--- config.mk ---
export PLATFORM = sky130hd
export DESIGN_NAME = disk_err_status
export DESIGN_NICKNAME = d
export VERILOG_FILES = /design/src/hw/disk_err_pkg.sv /design/src/hw/disk_err_status.sv
export VERILOG_INCLUDE_DIRS = /design/src /design/src/hw
export SDC_FILE = /design/constraint.sdc
export NUM_CORES = 1
export LEC_CHECK = 0
export BUFFER_PORTS_ARGS = -buffer_cell sky130_fd_sc_hd__buf_2
export CAP_MARGIN = 20
export CORE_MARGIN = 5
export CORE_UTILIZATION = 64
export CTS_CLUSTER_SIZE = 25
export DETAILED_ROUTE_END_ITERATION = 10
export PLACE_DENSITY_LB_ADDON = 0.25
export RECOVER_POWER = 100
export SLEW_MARGIN = 15
export SYNTH_ARGS = -nofsm -noshare
export SYNTH_HDL_FRONTEND = slang
export SYNTH_SLANG_ARGS = --single-unit
export TNS_END_PERCENT = 20
--- constraint.sdc ---
create_clock -name clk -period 12.55 [get_ports clk]
set_clock_uncertainty 0.1 [all_clocks]
set_input_delay 1.8825 -clock clk [delete_from_list [all_inputs] [get_ports clk]]
set_output_delay 1.8825 -clock clk [all_outputs]
set_load 0.01 [all_outputs]
--- src/hw/disk_err_defines.svh ---
// bit positions, reset values and timing figures for the disk error/status block
// assumes inclusion by bare name from the block's design file
`ifndef DISK_ERR_DEFINES_SVH
`define DISK_ERR_DEFINES_SVH
// controller status word, host bit numbers (bit 0 = msb)
`define CS_DONE 1
`define CS_CYL 10
`define CS_SURF 11
`define CS_VERIFY 12
`define CS_TIMEOUT 13
`define CS_LATE 14
`define CS_ERROR 15
// drive status word, host bit numbers
`define DS_RELEASED 0
`define DS_RESERVED 1
`define DS_READY 3
`define DS_BUSY 4
`define DS_WPROT 6
`define DS_ILL_ADDR 8
`define DS_ILL_CMD 9
`define DS_FAULT_LO 10
`define DS_FAULT_HI 12
`define DS_ERROR 15
// timing
`define CLK_KHZ 40000
`define XFER_TIMEOUT_MS 1000
`define SEEK_TIMEOUT_MS 500
// reset value of the single read-back register that carries both status words
`define STATUS_RESET 16'h0000
`endif

--- src/hw/disk_err_pkg.sv ---
// types shared by the disk error/status block
// assumes nothing beyond a SystemVerilog compiler
package disk_err_pkg;
    typedef enum logic [2:0] {
        ST_IDLE = 3'b001,
        ST_XFER = 3'b010,
        ST_TAIL = 3'b100
    } xfer_state_e;
endpackage

--- src/hw/disk_err_status.sv ---
// error and status logic of a multi-drive disk controller on a programmed-i/o bus
// assumes device-code decode outside; drive pins are asynchronous, datapath events on clk
// Function
// - heads off seek cylinder: set bit 10, abort, counters stay on sector
// - header surface differs from loaded surface: set bit 11, abort at once
// - verify mismatch sets bit 12, sector finishes, then error and done
// - transfer not done within one second: set bit 13, abort at once
// - fifo over/underflow sets bit 14 and aborts immediately
// - controller bit 15 is any controller error or selected drive error
// - read drive status returns flags of drive picked by last buffer-a output
// - drive bit 0 shows released, bit 1 reserved by other controller
// - drive bit 3 ready, bit 4 positioning, bit 6 write disabled
// - drive bits 2, 5, 7, 13, 14 always read zero
// - bit 8 on cylinder too large or seek over 500 ms; auto recalibrate
// - bit 9 on seek to busy drive or write to protected drive
// - fault on selected drive during transfer ends it with done and error
// - every detected drive fault sends a fault-clear command to that drive
// - drive seek error sends recalibrate and sets that drive's done flag
// - multifunction variant: fault on bit 12 only; disk-only: bits 10-12
// - drive bit 15 is the or of illegal address, illegal command and fault
// - start clears controller errors and restarts the transfer timeout
// - clear aborts the transfer, clears errors and drive attention flags
// - controller status bit 1 mirrors the read/write done flag
`include "disk_err_defines.svh"

module disk_err_status #(
    parameter int NUM_DRIVES = 4,
    parameter int MULTIFUNCTION = 0,
    parameter logic [15:0] MAX_CYL = 16'h0332,
    parameter int XFER_TIMEOUT_CYC = `XFER_TIMEOUT_MS * `CLK_KHZ,
    parameter int SEEK_TIMEOUT_CYC = `SEEK_TIMEOUT_MS * `CLK_KHZ,
    localparam int DRV_W = (NUM_DRIVES > 1) ? $clog2(NUM_DRIVES) : 1
) (
    input wire logic clk,
    input wire logic rst,
    input wire logic input_from_buffer_a,
    input wire logic input_from_buffer_b,
    input wire logic output_to_buffer_a,
    input wire logic [15:0] bus_in,
    input wire logic start_fn,
    input wire logic clear_fn,
    input wire logic xfer_complete,
    input wire logic sector_end,
    input wire logic cyl_mismatch,
    input wire logic surf_mismatch,
    input wire logic verify_mismatch,
    input wire logic fifo_late,
    input wire logic seek_issue,
    input wire logic [15:0] seek_cyl,
    input wire logic write_issue,
    input wire logic [NUM_DRIVES-1:0] drv_released,
    input wire logic [NUM_DRIVES-1:0] drv_reserved,
    input wire logic [NUM_DRIVES-1:0] drv_ready,
    input wire logic [NUM_DRIVES-1:0] drv_busy,
    input wire logic [NUM_DRIVES-1:0] drv_wprot,
    input wire logic [NUM_DRIVES-1:0] drv_fault,
    input wire logic [NUM_DRIVES-1:0] drv_seek_err,
    input wire logic [NUM_DRIVES-1:0] drv_seek_done,
    output logic [15:0] status_data,
    output logic status_valid,
    output logic xfer_busy,
    output logic xfer_done,
    output logic abort_xfer,
    output logic [NUM_DRIVES-1:0] recal_req,
    output logic [NUM_DRIVES-1:0] fault_clear_req,
    output logic [NUM_DRIVES-1:0] drive_done_set
);

    // ==========================================================
    // helpers
    // ==========================================================
    // host numbering puts bit 0 at the msb, so every word is flipped once here
    function automatic logic [15:0] to_acc(input logic [15:0] host);
        logic [15:0] acc;
        acc = 16'h0000;
        for (int i = 0; i < 16; i++) begin
            acc[15-i] = host[i];
        end
        return acc;
    endfunction

    // ==========================================================
    // drive pin synchronisers
    // ==========================================================
    localparam int NP = 8;
    logic [NP*NUM_DRIVES-1:0] pin_meta_reg;
    logic [NP*NUM_DRIVES-1:0] pin_sync_reg;
    logic [NUM_DRIVES-1:0] s_rel, s_res, s_rdy, s_busy, s_wp, s_flt, s_serr, s_sdone;
    logic [NUM_DRIVES-1:0] flt_prev_reg, serr_prev_reg;

    // two stages; only the second stage feeds logic
    always_ff @(posedge clk) begin
        if (rst) begin
            pin_meta_reg <= '0;
            pin_sync_reg <= '0;
        end else begin
            pin_meta_reg <= {drv_released, drv_reserved, drv_ready, drv_busy,
                             drv_wprot, drv_fault, drv_seek_err, drv_seek_done};
            pin_sync_reg <= pin_meta_reg;
        end
    end

    assign {s_rel, s_res, s_rdy, s_busy, s_wp, s_flt, s_serr, s_sdone} = pin_sync_reg;

    // edge memory for fault and seek-error detection
    always_ff @(posedge clk) begin
        if (rst) begin
            flt_prev_reg <= '0;
            serr_prev_reg <= '0;
        end else begin
            flt_prev_reg <= s_flt;
            serr_prev_reg <= s_serr;
        end
    end

    // ==========================================================
    // drive selection
    // ==========================================================
    logic [DRV_W-1:0] sel_reg;

    always_ff @(posedge clk) begin
        if (rst) begin
            sel_reg <= '0;
        end else if (output_to_buffer_a) begin
            sel_reg <= bus_in[DRV_W-1:0];
        end
    end

    // ==========================================================
    // per-drive illegal address / command flags and seek watchdog
    // ==========================================================
    logic [NUM_DRIVES-1:0] ill_addr_reg, ill_cmd_reg, seek_pend_reg;
    logic [31:0] seek_cnt_reg [NUM_DRIVES];
    logic [NUM_DRIVES-1:0] seek_tmo, seek_bad_cyl, seek_to_busy, write_to_wp;

    always_comb begin
        for (int d = 0; d < NUM_DRIVES; d++) begin
            seek_tmo[d] = seek_pend_reg[d] && (seek_cnt_reg[d] == 32'(SEEK_TIMEOUT_CYC - 1));
            seek_bad_cyl[d] = seek_issue && (sel_reg == DRV_W'(d)) && (seek_cyl > MAX_CYL);
            seek_to_busy[d] = seek_issue && (sel_reg == DRV_W'(d)) && s_busy[d];
            write_to_wp[d] = write_issue && (sel_reg == DRV_W'(d)) && s_wp[d];
        end
    end

    // seek watchdog; a seek that is refused starts no timer
    always_ff @(posedge clk) begin
        if (rst) begin
            seek_pend_reg <= '0;
            for (int d = 0; d < NUM_DRIVES; d++) begin
                seek_cnt_reg[d] <= 32'h0000_0000;
            end
        end else begin
            for (int d = 0; d < NUM_DRIVES; d++) begin
                if (seek_issue && sel_reg == DRV_W'(d)
                    && !seek_bad_cyl[d] && !seek_to_busy[d]) begin
                    seek_pend_reg[d] <= 1'b1;
                    seek_cnt_reg[d] <= 32'h0000_0000;
                end else if (s_sdone[d] || seek_tmo[d]) begin
                    seek_pend_reg[d] <= 1'b0;
                end else if (seek_pend_reg[d]) begin
                    seek_cnt_reg[d] <= seek_cnt_reg[d] + 32'h0000_0001;
                end
            end
        end
    end

    // illegal address flag; illegal command flag
    // attention flags drop on clear, but a same-cycle event still sets them
    always_ff @(posedge clk) begin
        if (rst) begin
            ill_addr_reg <= '0;
            ill_cmd_reg <= '0;
        end else begin
            ill_addr_reg <= (clear_fn ? '0 : ill_addr_reg) | seek_bad_cyl | seek_tmo;
            ill_cmd_reg <= (clear_fn ? '0 : ill_cmd_reg) | seek_to_busy | write_to_wp;
        end
    end

    // ==========================================================
    // automatic drive recovery commands
    // ==========================================================
    // recalibrate on illegal address; recalibrate on seek error
    always_ff @(posedge clk) begin
        if (rst) begin
            recal_req <= '0;
            drive_done_set <= '0;
        end else begin
            recal_req <= seek_bad_cyl | seek_tmo | (s_serr & ~serr_prev_reg);
            drive_done_set <= s_serr & ~serr_prev_reg;
        end
    end

    // fault clear on each new fault
    always_ff @(posedge clk) begin
        if (rst) begin
            fault_clear_req <= '0;
        end else begin
            fault_clear_req <= s_flt & ~flt_prev_reg;
        end
    end

    // ==========================================================
    // transfer sequencing and controller error flags
    // ==========================================================
    disk_err_pkg::xfer_state_e state_reg;
    logic err_cyl_reg, err_surf_reg, err_ver_reg, err_tmo_reg, err_late_reg;
    logic [31:0] xfer_cnt_reg;
    logic in_xfer, tmo_hit, sel_fault, kill_now, tail_end;

    assign in_xfer = (state_reg != disk_err_pkg::ST_IDLE) && !start_fn && !clear_fn;
    assign tmo_hit = in_xfer && (xfer_cnt_reg == 32'(XFER_TIMEOUT_CYC - 1));
    assign sel_fault = s_flt[sel_reg];
    // prompt terminations leave the counters where the failure happened
    assign kill_now = in_xfer && (cyl_mismatch || surf_mismatch || tmo_hit || fifo_late
                                  || sel_fault);
    assign tail_end = in_xfer && sector_end
                      && (state_reg == disk_err_pkg::ST_TAIL || verify_mismatch);

    always_ff @(posedge clk) begin
        if (rst || start_fn || state_reg == disk_err_pkg::ST_IDLE) begin
            xfer_cnt_reg <= 32'h0000_0000;
        end else begin
            xfer_cnt_reg <= xfer_cnt_reg + 32'h0000_0001;
        end
    end

    // sequence: start -> transfer -> (verify tail) -> idle
    always_ff @(posedge clk) begin
        if (rst) begin
            state_reg <= disk_err_pkg::ST_IDLE;
        end else if (clear_fn) begin
            state_reg <= disk_err_pkg::ST_IDLE;
        end else if (start_fn) begin
            state_reg <= disk_err_pkg::ST_XFER;
        end else begin
            unique case (state_reg)
                disk_err_pkg::ST_IDLE: state_reg <= disk_err_pkg::ST_IDLE;
                disk_err_pkg::ST_XFER: begin
                    if (kill_now || tail_end || xfer_complete) begin
                        state_reg <= disk_err_pkg::ST_IDLE;
                    end else if (verify_mismatch) begin
                        state_reg <= disk_err_pkg::ST_TAIL;
                    end
                end
                disk_err_pkg::ST_TAIL: begin
                    if (kill_now || tail_end || xfer_complete) begin
                        state_reg <= disk_err_pkg::ST_IDLE;
                    end
                end
                default: state_reg <= disk_err_pkg::ST_IDLE;
            endcase
        end
    end

    // start clears errors; clear clears errors
    // cylinder error; surface error; verify error
    always_ff @(posedge clk) begin
        if (rst || start_fn || clear_fn) begin
            err_cyl_reg <= 1'b0;
            err_surf_reg <= 1'b0;
            err_ver_reg <= 1'b0;
            err_tmo_reg <= 1'b0;
            err_late_reg <= 1'b0;
        end else begin
            err_cyl_reg <= err_cyl_reg | (in_xfer && cyl_mismatch);
            err_surf_reg <= err_surf_reg | (in_xfer && surf_mismatch);
            err_ver_reg <= err_ver_reg | tail_end;
            err_tmo_reg <= err_tmo_reg | tmo_hit;
            err_late_reg <= err_late_reg | (in_xfer && fifo_late);
        end
    end

    // drive fault ends transfer with done; busy and done flags
    always_ff @(posedge clk) begin
        if (rst || clear_fn) begin
            xfer_busy <= 1'b0;
            xfer_done <= 1'b0;
            abort_xfer <= clear_fn && !rst && state_reg != disk_err_pkg::ST_IDLE;
        end else if (start_fn) begin
            xfer_busy <= 1'b1;
            xfer_done <= 1'b0;
            abort_xfer <= 1'b0;
        end else begin
            if (kill_now || tail_end || (in_xfer && xfer_complete)) begin
                xfer_busy <= 1'b0;
                xfer_done <= 1'b1;
            end
            abort_xfer <= kill_now;
        end
    end

    // ==========================================================
    // status words
    // ==========================================================
    logic [15:0] cs_host, ds_host;
    logic sel_drv_err;

    // drive word; fault placement depends on the variant
    always_comb begin
        ds_host = 16'h0000;
        ds_host[`DS_RELEASED] = s_rel[sel_reg];
        ds_host[`DS_RESERVED] = s_res[sel_reg];
        ds_host[`DS_READY] = s_rdy[sel_reg];
        ds_host[`DS_BUSY] = s_busy[sel_reg];
        ds_host[`DS_WPROT] = s_wp[sel_reg];
        ds_host[`DS_ILL_ADDR] = ill_addr_reg[sel_reg];
        ds_host[`DS_ILL_CMD] = ill_cmd_reg[sel_reg];
        if (MULTIFUNCTION != 0) begin
            ds_host[`DS_FAULT_HI] = sel_fault;
        end else begin
            for (int b = `DS_FAULT_LO; b <= `DS_FAULT_HI; b++) begin
                ds_host[b] = sel_fault;
            end
        end
        ds_host[`DS_ERROR] = ill_addr_reg[sel_reg] | ill_cmd_reg[sel_reg] | sel_fault;
    end

    assign sel_drv_err = ds_host[`DS_ERROR];

    always_comb begin
        cs_host = 16'h0000;
        cs_host[`CS_DONE] = xfer_done;
        cs_host[`CS_CYL] = err_cyl_reg;
        cs_host[`CS_SURF] = err_surf_reg;
        cs_host[`CS_VERIFY] = err_ver_reg;
        cs_host[`CS_TIMEOUT] = err_tmo_reg;
        cs_host[`CS_LATE] = err_late_reg;
        cs_host[`CS_ERROR] = err_cyl_reg | err_surf_reg | err_ver_reg | err_tmo_reg
                             | err_late_reg | sel_drv_err;
    end

    // host bit order on read; drive word for selected drive
    always_ff @(posedge clk) begin
        if (rst) begin
            status_data <= `STATUS_RESET;
            status_valid <= 1'b0;
        end else begin
            status_valid <= input_from_buffer_a | input_from_buffer_b;
            if (input_from_buffer_a) begin
                status_data <= to_acc(cs_host);
            end else if (input_from_buffer_b) begin
                status_data <= to_acc(ds_host);
            end
        end
    end

    // ==========================================================
    // checks
    // ==========================================================
    property p_cyl;
        @(posedge clk) disable iff (rst)
        (in_xfer && cyl_mismatch) |=> (err_cyl_reg && abort_xfer && xfer_done);
    endproperty
    a_cyl: assert property (p_cyl) else $error("cylinder error not flagged");

    property p_surf;
        @(posedge clk) disable iff (rst)
        (in_xfer && surf_mismatch) |=> (err_surf_reg && state_reg == disk_err_pkg::ST_IDLE);
    endproperty
    a_surf: assert property (p_surf) else $error("surface error not flagged");

    property p_verify;
        @(posedge clk) disable iff (rst)
        (in_xfer && verify_mismatch && !sector_end && !kill_now && !xfer_complete)
        |=> (state_reg == disk_err_pkg::ST_TAIL && !err_ver_reg);
    endproperty
    a_verify: assert property (p_verify) else $error("verify did not wait for sector end");

    property p_tmo;
        @(posedge clk) disable iff (rst)
        tmo_hit |=> (err_tmo_reg && abort_xfer);
    endproperty
    a_tmo: assert property (p_tmo) else $error("timeout not flagged");

    property p_late;
        @(posedge clk) disable iff (rst)
        (in_xfer && fifo_late) |=> (err_late_reg && !xfer_busy);
    endproperty
    a_late: assert property (p_late) else $error("data late not flagged");

    property p_sum;
        @(posedge clk) disable iff (rst)
        input_from_buffer_a |=> (status_data[15-`CS_ERROR] == $past(cs_host[`CS_CYL]
            | cs_host[`CS_SURF] | cs_host[`CS_VERIFY] | cs_host[`CS_TIMEOUT]
            | cs_host[`CS_LATE] | sel_drv_err));
    endproperty
    a_sum: assert property (p_sum) else $error("summary error bit wrong");

    property p_zero;
        @(posedge clk) disable iff (rst)
        input_from_buffer_b && !input_from_buffer_a
        |=> (status_data[13] | status_data[10] | status_data[8] | status_data[2]
             | status_data[1]) == 1'b0;
    endproperty
    a_zero: assert property (p_zero) else $error("unused drive bit set");

    property p_recal;
        @(posedge clk) disable iff (rst)
        (seek_issue && seek_cyl > MAX_CYL)
        |=> (recal_req[$past(sel_reg)] && ill_addr_reg[$past(sel_reg)]);
    endproperty
    a_recal: assert property (p_recal) else $error("no recalibrate after bad cylinder");

    property p_fclr;
        @(posedge clk) disable iff (rst)
        $rose(s_flt[0]) |=> fault_clear_req[0];
    endproperty
    a_fclr: assert property (p_fclr) else $error("no fault clear sent");

    property p_clear;
        @(posedge clk) disable iff (rst)
        clear_fn |=> (!xfer_busy && !xfer_done && !err_tmo_reg && !err_cyl_reg
                      && state_reg == disk_err_pkg::ST_IDLE);
    endproperty
    a_clear: assert property (p_clear) else $error("clear left state behind");

endmodule

==> out/qor.csv <==
stage,metric,value,unit
timing,worst_slew_pin_slew,2.826,ns
critical_path,worst_ep_arrival_time,6.83,ns
critical_path,crit_top_cell,clkbuf_1,
critical_path,cp.required,12.58,ns
critical_path,crit_slowest_cell,clkbuf_1,
route,drt_iter0_markers,587,
clock_tree,clk_latency,0.53,ns
route,vias,9154,
final_layout,filler_cell_count,1424,
critical_path,reg2reg_slack,8.86,ns
clock_tree,cts_max_level,1,
clock_tree,cts_tree,yes,
power,leakage,4.839,nW
grt,grt_overflow,0,
die,dieWidth,151.0,um
die,die_h,151.0,um
critical_path,critical-path-top-delay-family,buffers and inverters,
clock_tree,cts-root-buf,clkbuf_16,
final_layout,regArea,6947,um2
critical_path,endpoint_kind,flop,
timing,max_clock_freq,146.9,MHz
final_layout,layout-drive-gt1-share,9.711,%
place,dpl.hpwl,17.13,mm
logic_synthesis,ys_async_sr_fraction,0,%
timing,rsz0062_at_grt,no,
outcome,status,finished with violations,
timing,period_needed,6.806,ns
timing,setup_viol,0,
clock_tree,cts.clk_slew.worst_paths,0.06,ns
place,placedCellCount,1559,
timing,slew_violations,247,
clock_tree,cts_buffer_depth,3,
logic_synthesis,synth-edff-count,128,
die,design.core.area,19530,um2
clock_tree,cts_resized,0,
route,drt-total-wl,25.49,mm
final_layout,syn2layout_area_growth,11.97,%
hold_path,hp-class,reg2reg,
logic_synthesis,synth.distinct_cells,60,
timing,holdWs,0.2812,ns
timing,fin_crit_sh,54.23,%
route,via_per_inst,5.668,
route,first_pass_iters,5,
power,peakVddDrop,0.0001093,V
run,drv_cap,6,
clock_tree,cts.sinks,283,
final_layout,final_nets,1411,
place,gp_congestion,0.8557,
logic_synthesis,seq_area_frac_synth,54.59,%
critical_path,worst_setup_path_start_kind,primary input,
grt,antenna_found_initial,1,
grt,grt_max_degree,73,
logic_synthesis,yosysWarnings,0,
logic_synthesis,syn_avg_cell_area,10.23,um2
grt,track_usage,22.47,%
route,drc,0,
critical_path,path_cells,clkbuf_1 -> clkbuf_1 -> a21oi_1 -> o21ai_2 -> clkbuf_1,
final_layout,layoutNonFillerInstCount,1615,
outcome,violations,"capacitance limit, slew limit",
timing,slew_headroom,-88.41,%
timing,finalHoldViolCount,0,
die,rows,51,
route,post_drt_wl_per_cell,15.78,um
die,io_pins,111,
die,initial_core_util,65.17,%
clock_tree,cts_buffers,29,
final_layout,multi_input_area,5453,um2
die,die_area,22800,um2
clock_tree,hold_buffers,0,
logic_synthesis,ys_ff_latch,283,
place,numPortBuffers,93,
power,cellPowerDensity,136.5,nW/um2
critical_path,worstSetupPathType,in2reg,
critical_path,path_buf_inv,3,
place,placed_cell_area,13350,um2
logic_synthesis,ys.flop_type,dfxtp_1,
final_layout,design_area,14250,um2
clock_tree,post_cts_buffers,0,
grt,grt_pass1_wl,42.08,mm
timing,setup_slack,5.744,ns
logic_synthesis,syn_inst,1244,
logic_synthesis,synth_area,12730,um2
critical_path,slowest_delay,1.96,ns
place,dp_slack,7.361,ns
grt,grt_pass1_vias,8661,
final_layout,largest_reg_flops,128,
timing,fin_setup_tns,0,ns
critical_path,crit_path_max_fanout,72,
route,ant_nets,0,
==> cell usage after synthesis (all sizes together), types with 4 or more instances <==
cell type | n | area, um2
a211o | 5 | 52.55
a21oi | 26 | 130.1
a31oi | 5 | 31.28
and2 | 6 | 37.54
and3 | 21 | 131.4
and4 | 18 | 157.7
buf | 23 | 133.9
clkbuf | 29 | 108.9
dfxtp | 155 | 3103
edfxtp | 128 | 3844
ha | 5 | 62.56
inv | 23 | 86.33
mux2i | 12 | 120.1
mux4 | 8 | 180.2
nand2 | 72 | 270.3
nand2b | 7 | 43.79
nand3 | 67 | 335.3
nand4 | 51 | 319.1
nor2 | 210 | 788.3
nor2b | 85 | 531.8
nor3 | 33 | 165.2
nor3b | 7 | 52.55
nor4 | 34 | 225.2
nor4b | 10 | 87.58
o211ai | 5 | 37.54
o21ai | 7 | 35.03
o21bai | 4 | 30.03
or3 | 10 | 62.56
or4 | 6 | 45.04
xnor2 | 66 | 578.1
xor2 | 74 | 648.1
==> cell usage in the layout (no fill, tap or decap), types with 3 or more instances in the layout <==
| cell | n |
|---|---|
| a211o_1 | 5 |
| a21oi_1 | 26 |
| a31oi_1 | 5 |
| and2_1 | 5 |
| and3_1 | 21 |
| and4_1 | 18 |
| buf_2 | 63 |
| clkbuf_1 | 42 |
| clkbuf_16 | 31 |
| clkbuf_8 | 6 |
| clkinv_2 | 7 |
| conb_1 | 3 |
| dfxtp_1 | 155 |
| edfxtp_1 | 128 |
| ha_1 | 5 |
| inv_1 | 23 |
| mux2i_1 | 12 |
| mux4_2 | 8 |
| nand2_1 | 72 |
| nand2b_1 | 7 |
| nand3_1 | 67 |
| nand4_1 | 51 |
| nor2_1 | 210 |
| nor2b_1 | 85 |
| nor3_1 | 33 |
| nor3b_1 | 7 |
| nor4_1 | 32 |
| nor4b_1 | 10 |
| nor4bb_1 | 3 |
| o211ai_1 | 5 |
| o21ai_0 | 6 |
| o21bai_1 | 4 |
| or2_2 | 3 |
| or3_1 | 10 |
| or4_1 | 6 |
| xnor2_1 | 66 |
| xor2_1 | 74 |
==> cells by family (layout without fill, tap and decap cells) <==
group           count (synthesis)  after routing  synth area share (%)
simple gates                  647            647                 26.27
buf+inv                        75            178                 2.586
fa+ha+maj                       5              5                0.4916
mux                            20             20                 2.360
flops                         283            283                 54.59
compound gates                 73             73                 4.041
other cells                     1              4               0.02947
xor+xnor                      140            140                 9.635
==> worst register-to-register path: stages, from the launching register on <==
cell      delay, ns
dfxtp_1        0.90
nor2_1         0.20
nand2_1        0.15
nor2_1         0.06
a2111o_1       0.50
nand2_1        0.11
clkbuf_1       1.25
==> through the flow <==
stage | util (%) | power, W
after detailed placement | 68.35 | 0.001114
final | 72.97 | 0.001945
after CTS | 73.26 | 0.001957
after global placement | 68.35 | 0.001112
after global routing | 72.97 | 0.002011
after floorplan | - | 0.001083
==> worst paths after layout <==
kind | from | end | cells past startpoint
min reg2reg | flt_prev_reg[3] | fault_clear_req[3] | 1
min | flt_prev_reg[3] | fault_clear_req[3] | 1
max reg2reg | sel_reg[0] | seek_cnt_reg[0][22] | 6
max | rst | seek_cnt_reg[2][24] | 5
==> report_power, final <==
part	switching (W)	internal, W	total, W
clock	0.000344	0.000505	0.000849
combinational	0.0000427	0.0000341	0.0000768
sequential	0.0000263	0.000993	0.00102
==> final cells by class <==
cell class	instances	area share (%)
Antenna cell	1	0.01756
Clock buffer	44	6.217
Clock inverter	9	0.5093
Inverter	23	0.6059
Multi-Input combinational cell	888	38.27
Sequential cell	283	48.75
Tap cell	265	2.327
Timing Repair Buffer	102	3.302
==> routing by layer <==
layer	GRT usage, %	routed length [um]	part of all wire (%)	vias up
met5	0	0	0	-
met1	31.04	11470	45	4336
met3	2.723	1087	4.3	36
met4	5.938	601	2.4	0
li1	-	-	-	4560
met2	37.87	12330	48	222
(Power assumes the default switching activity.)
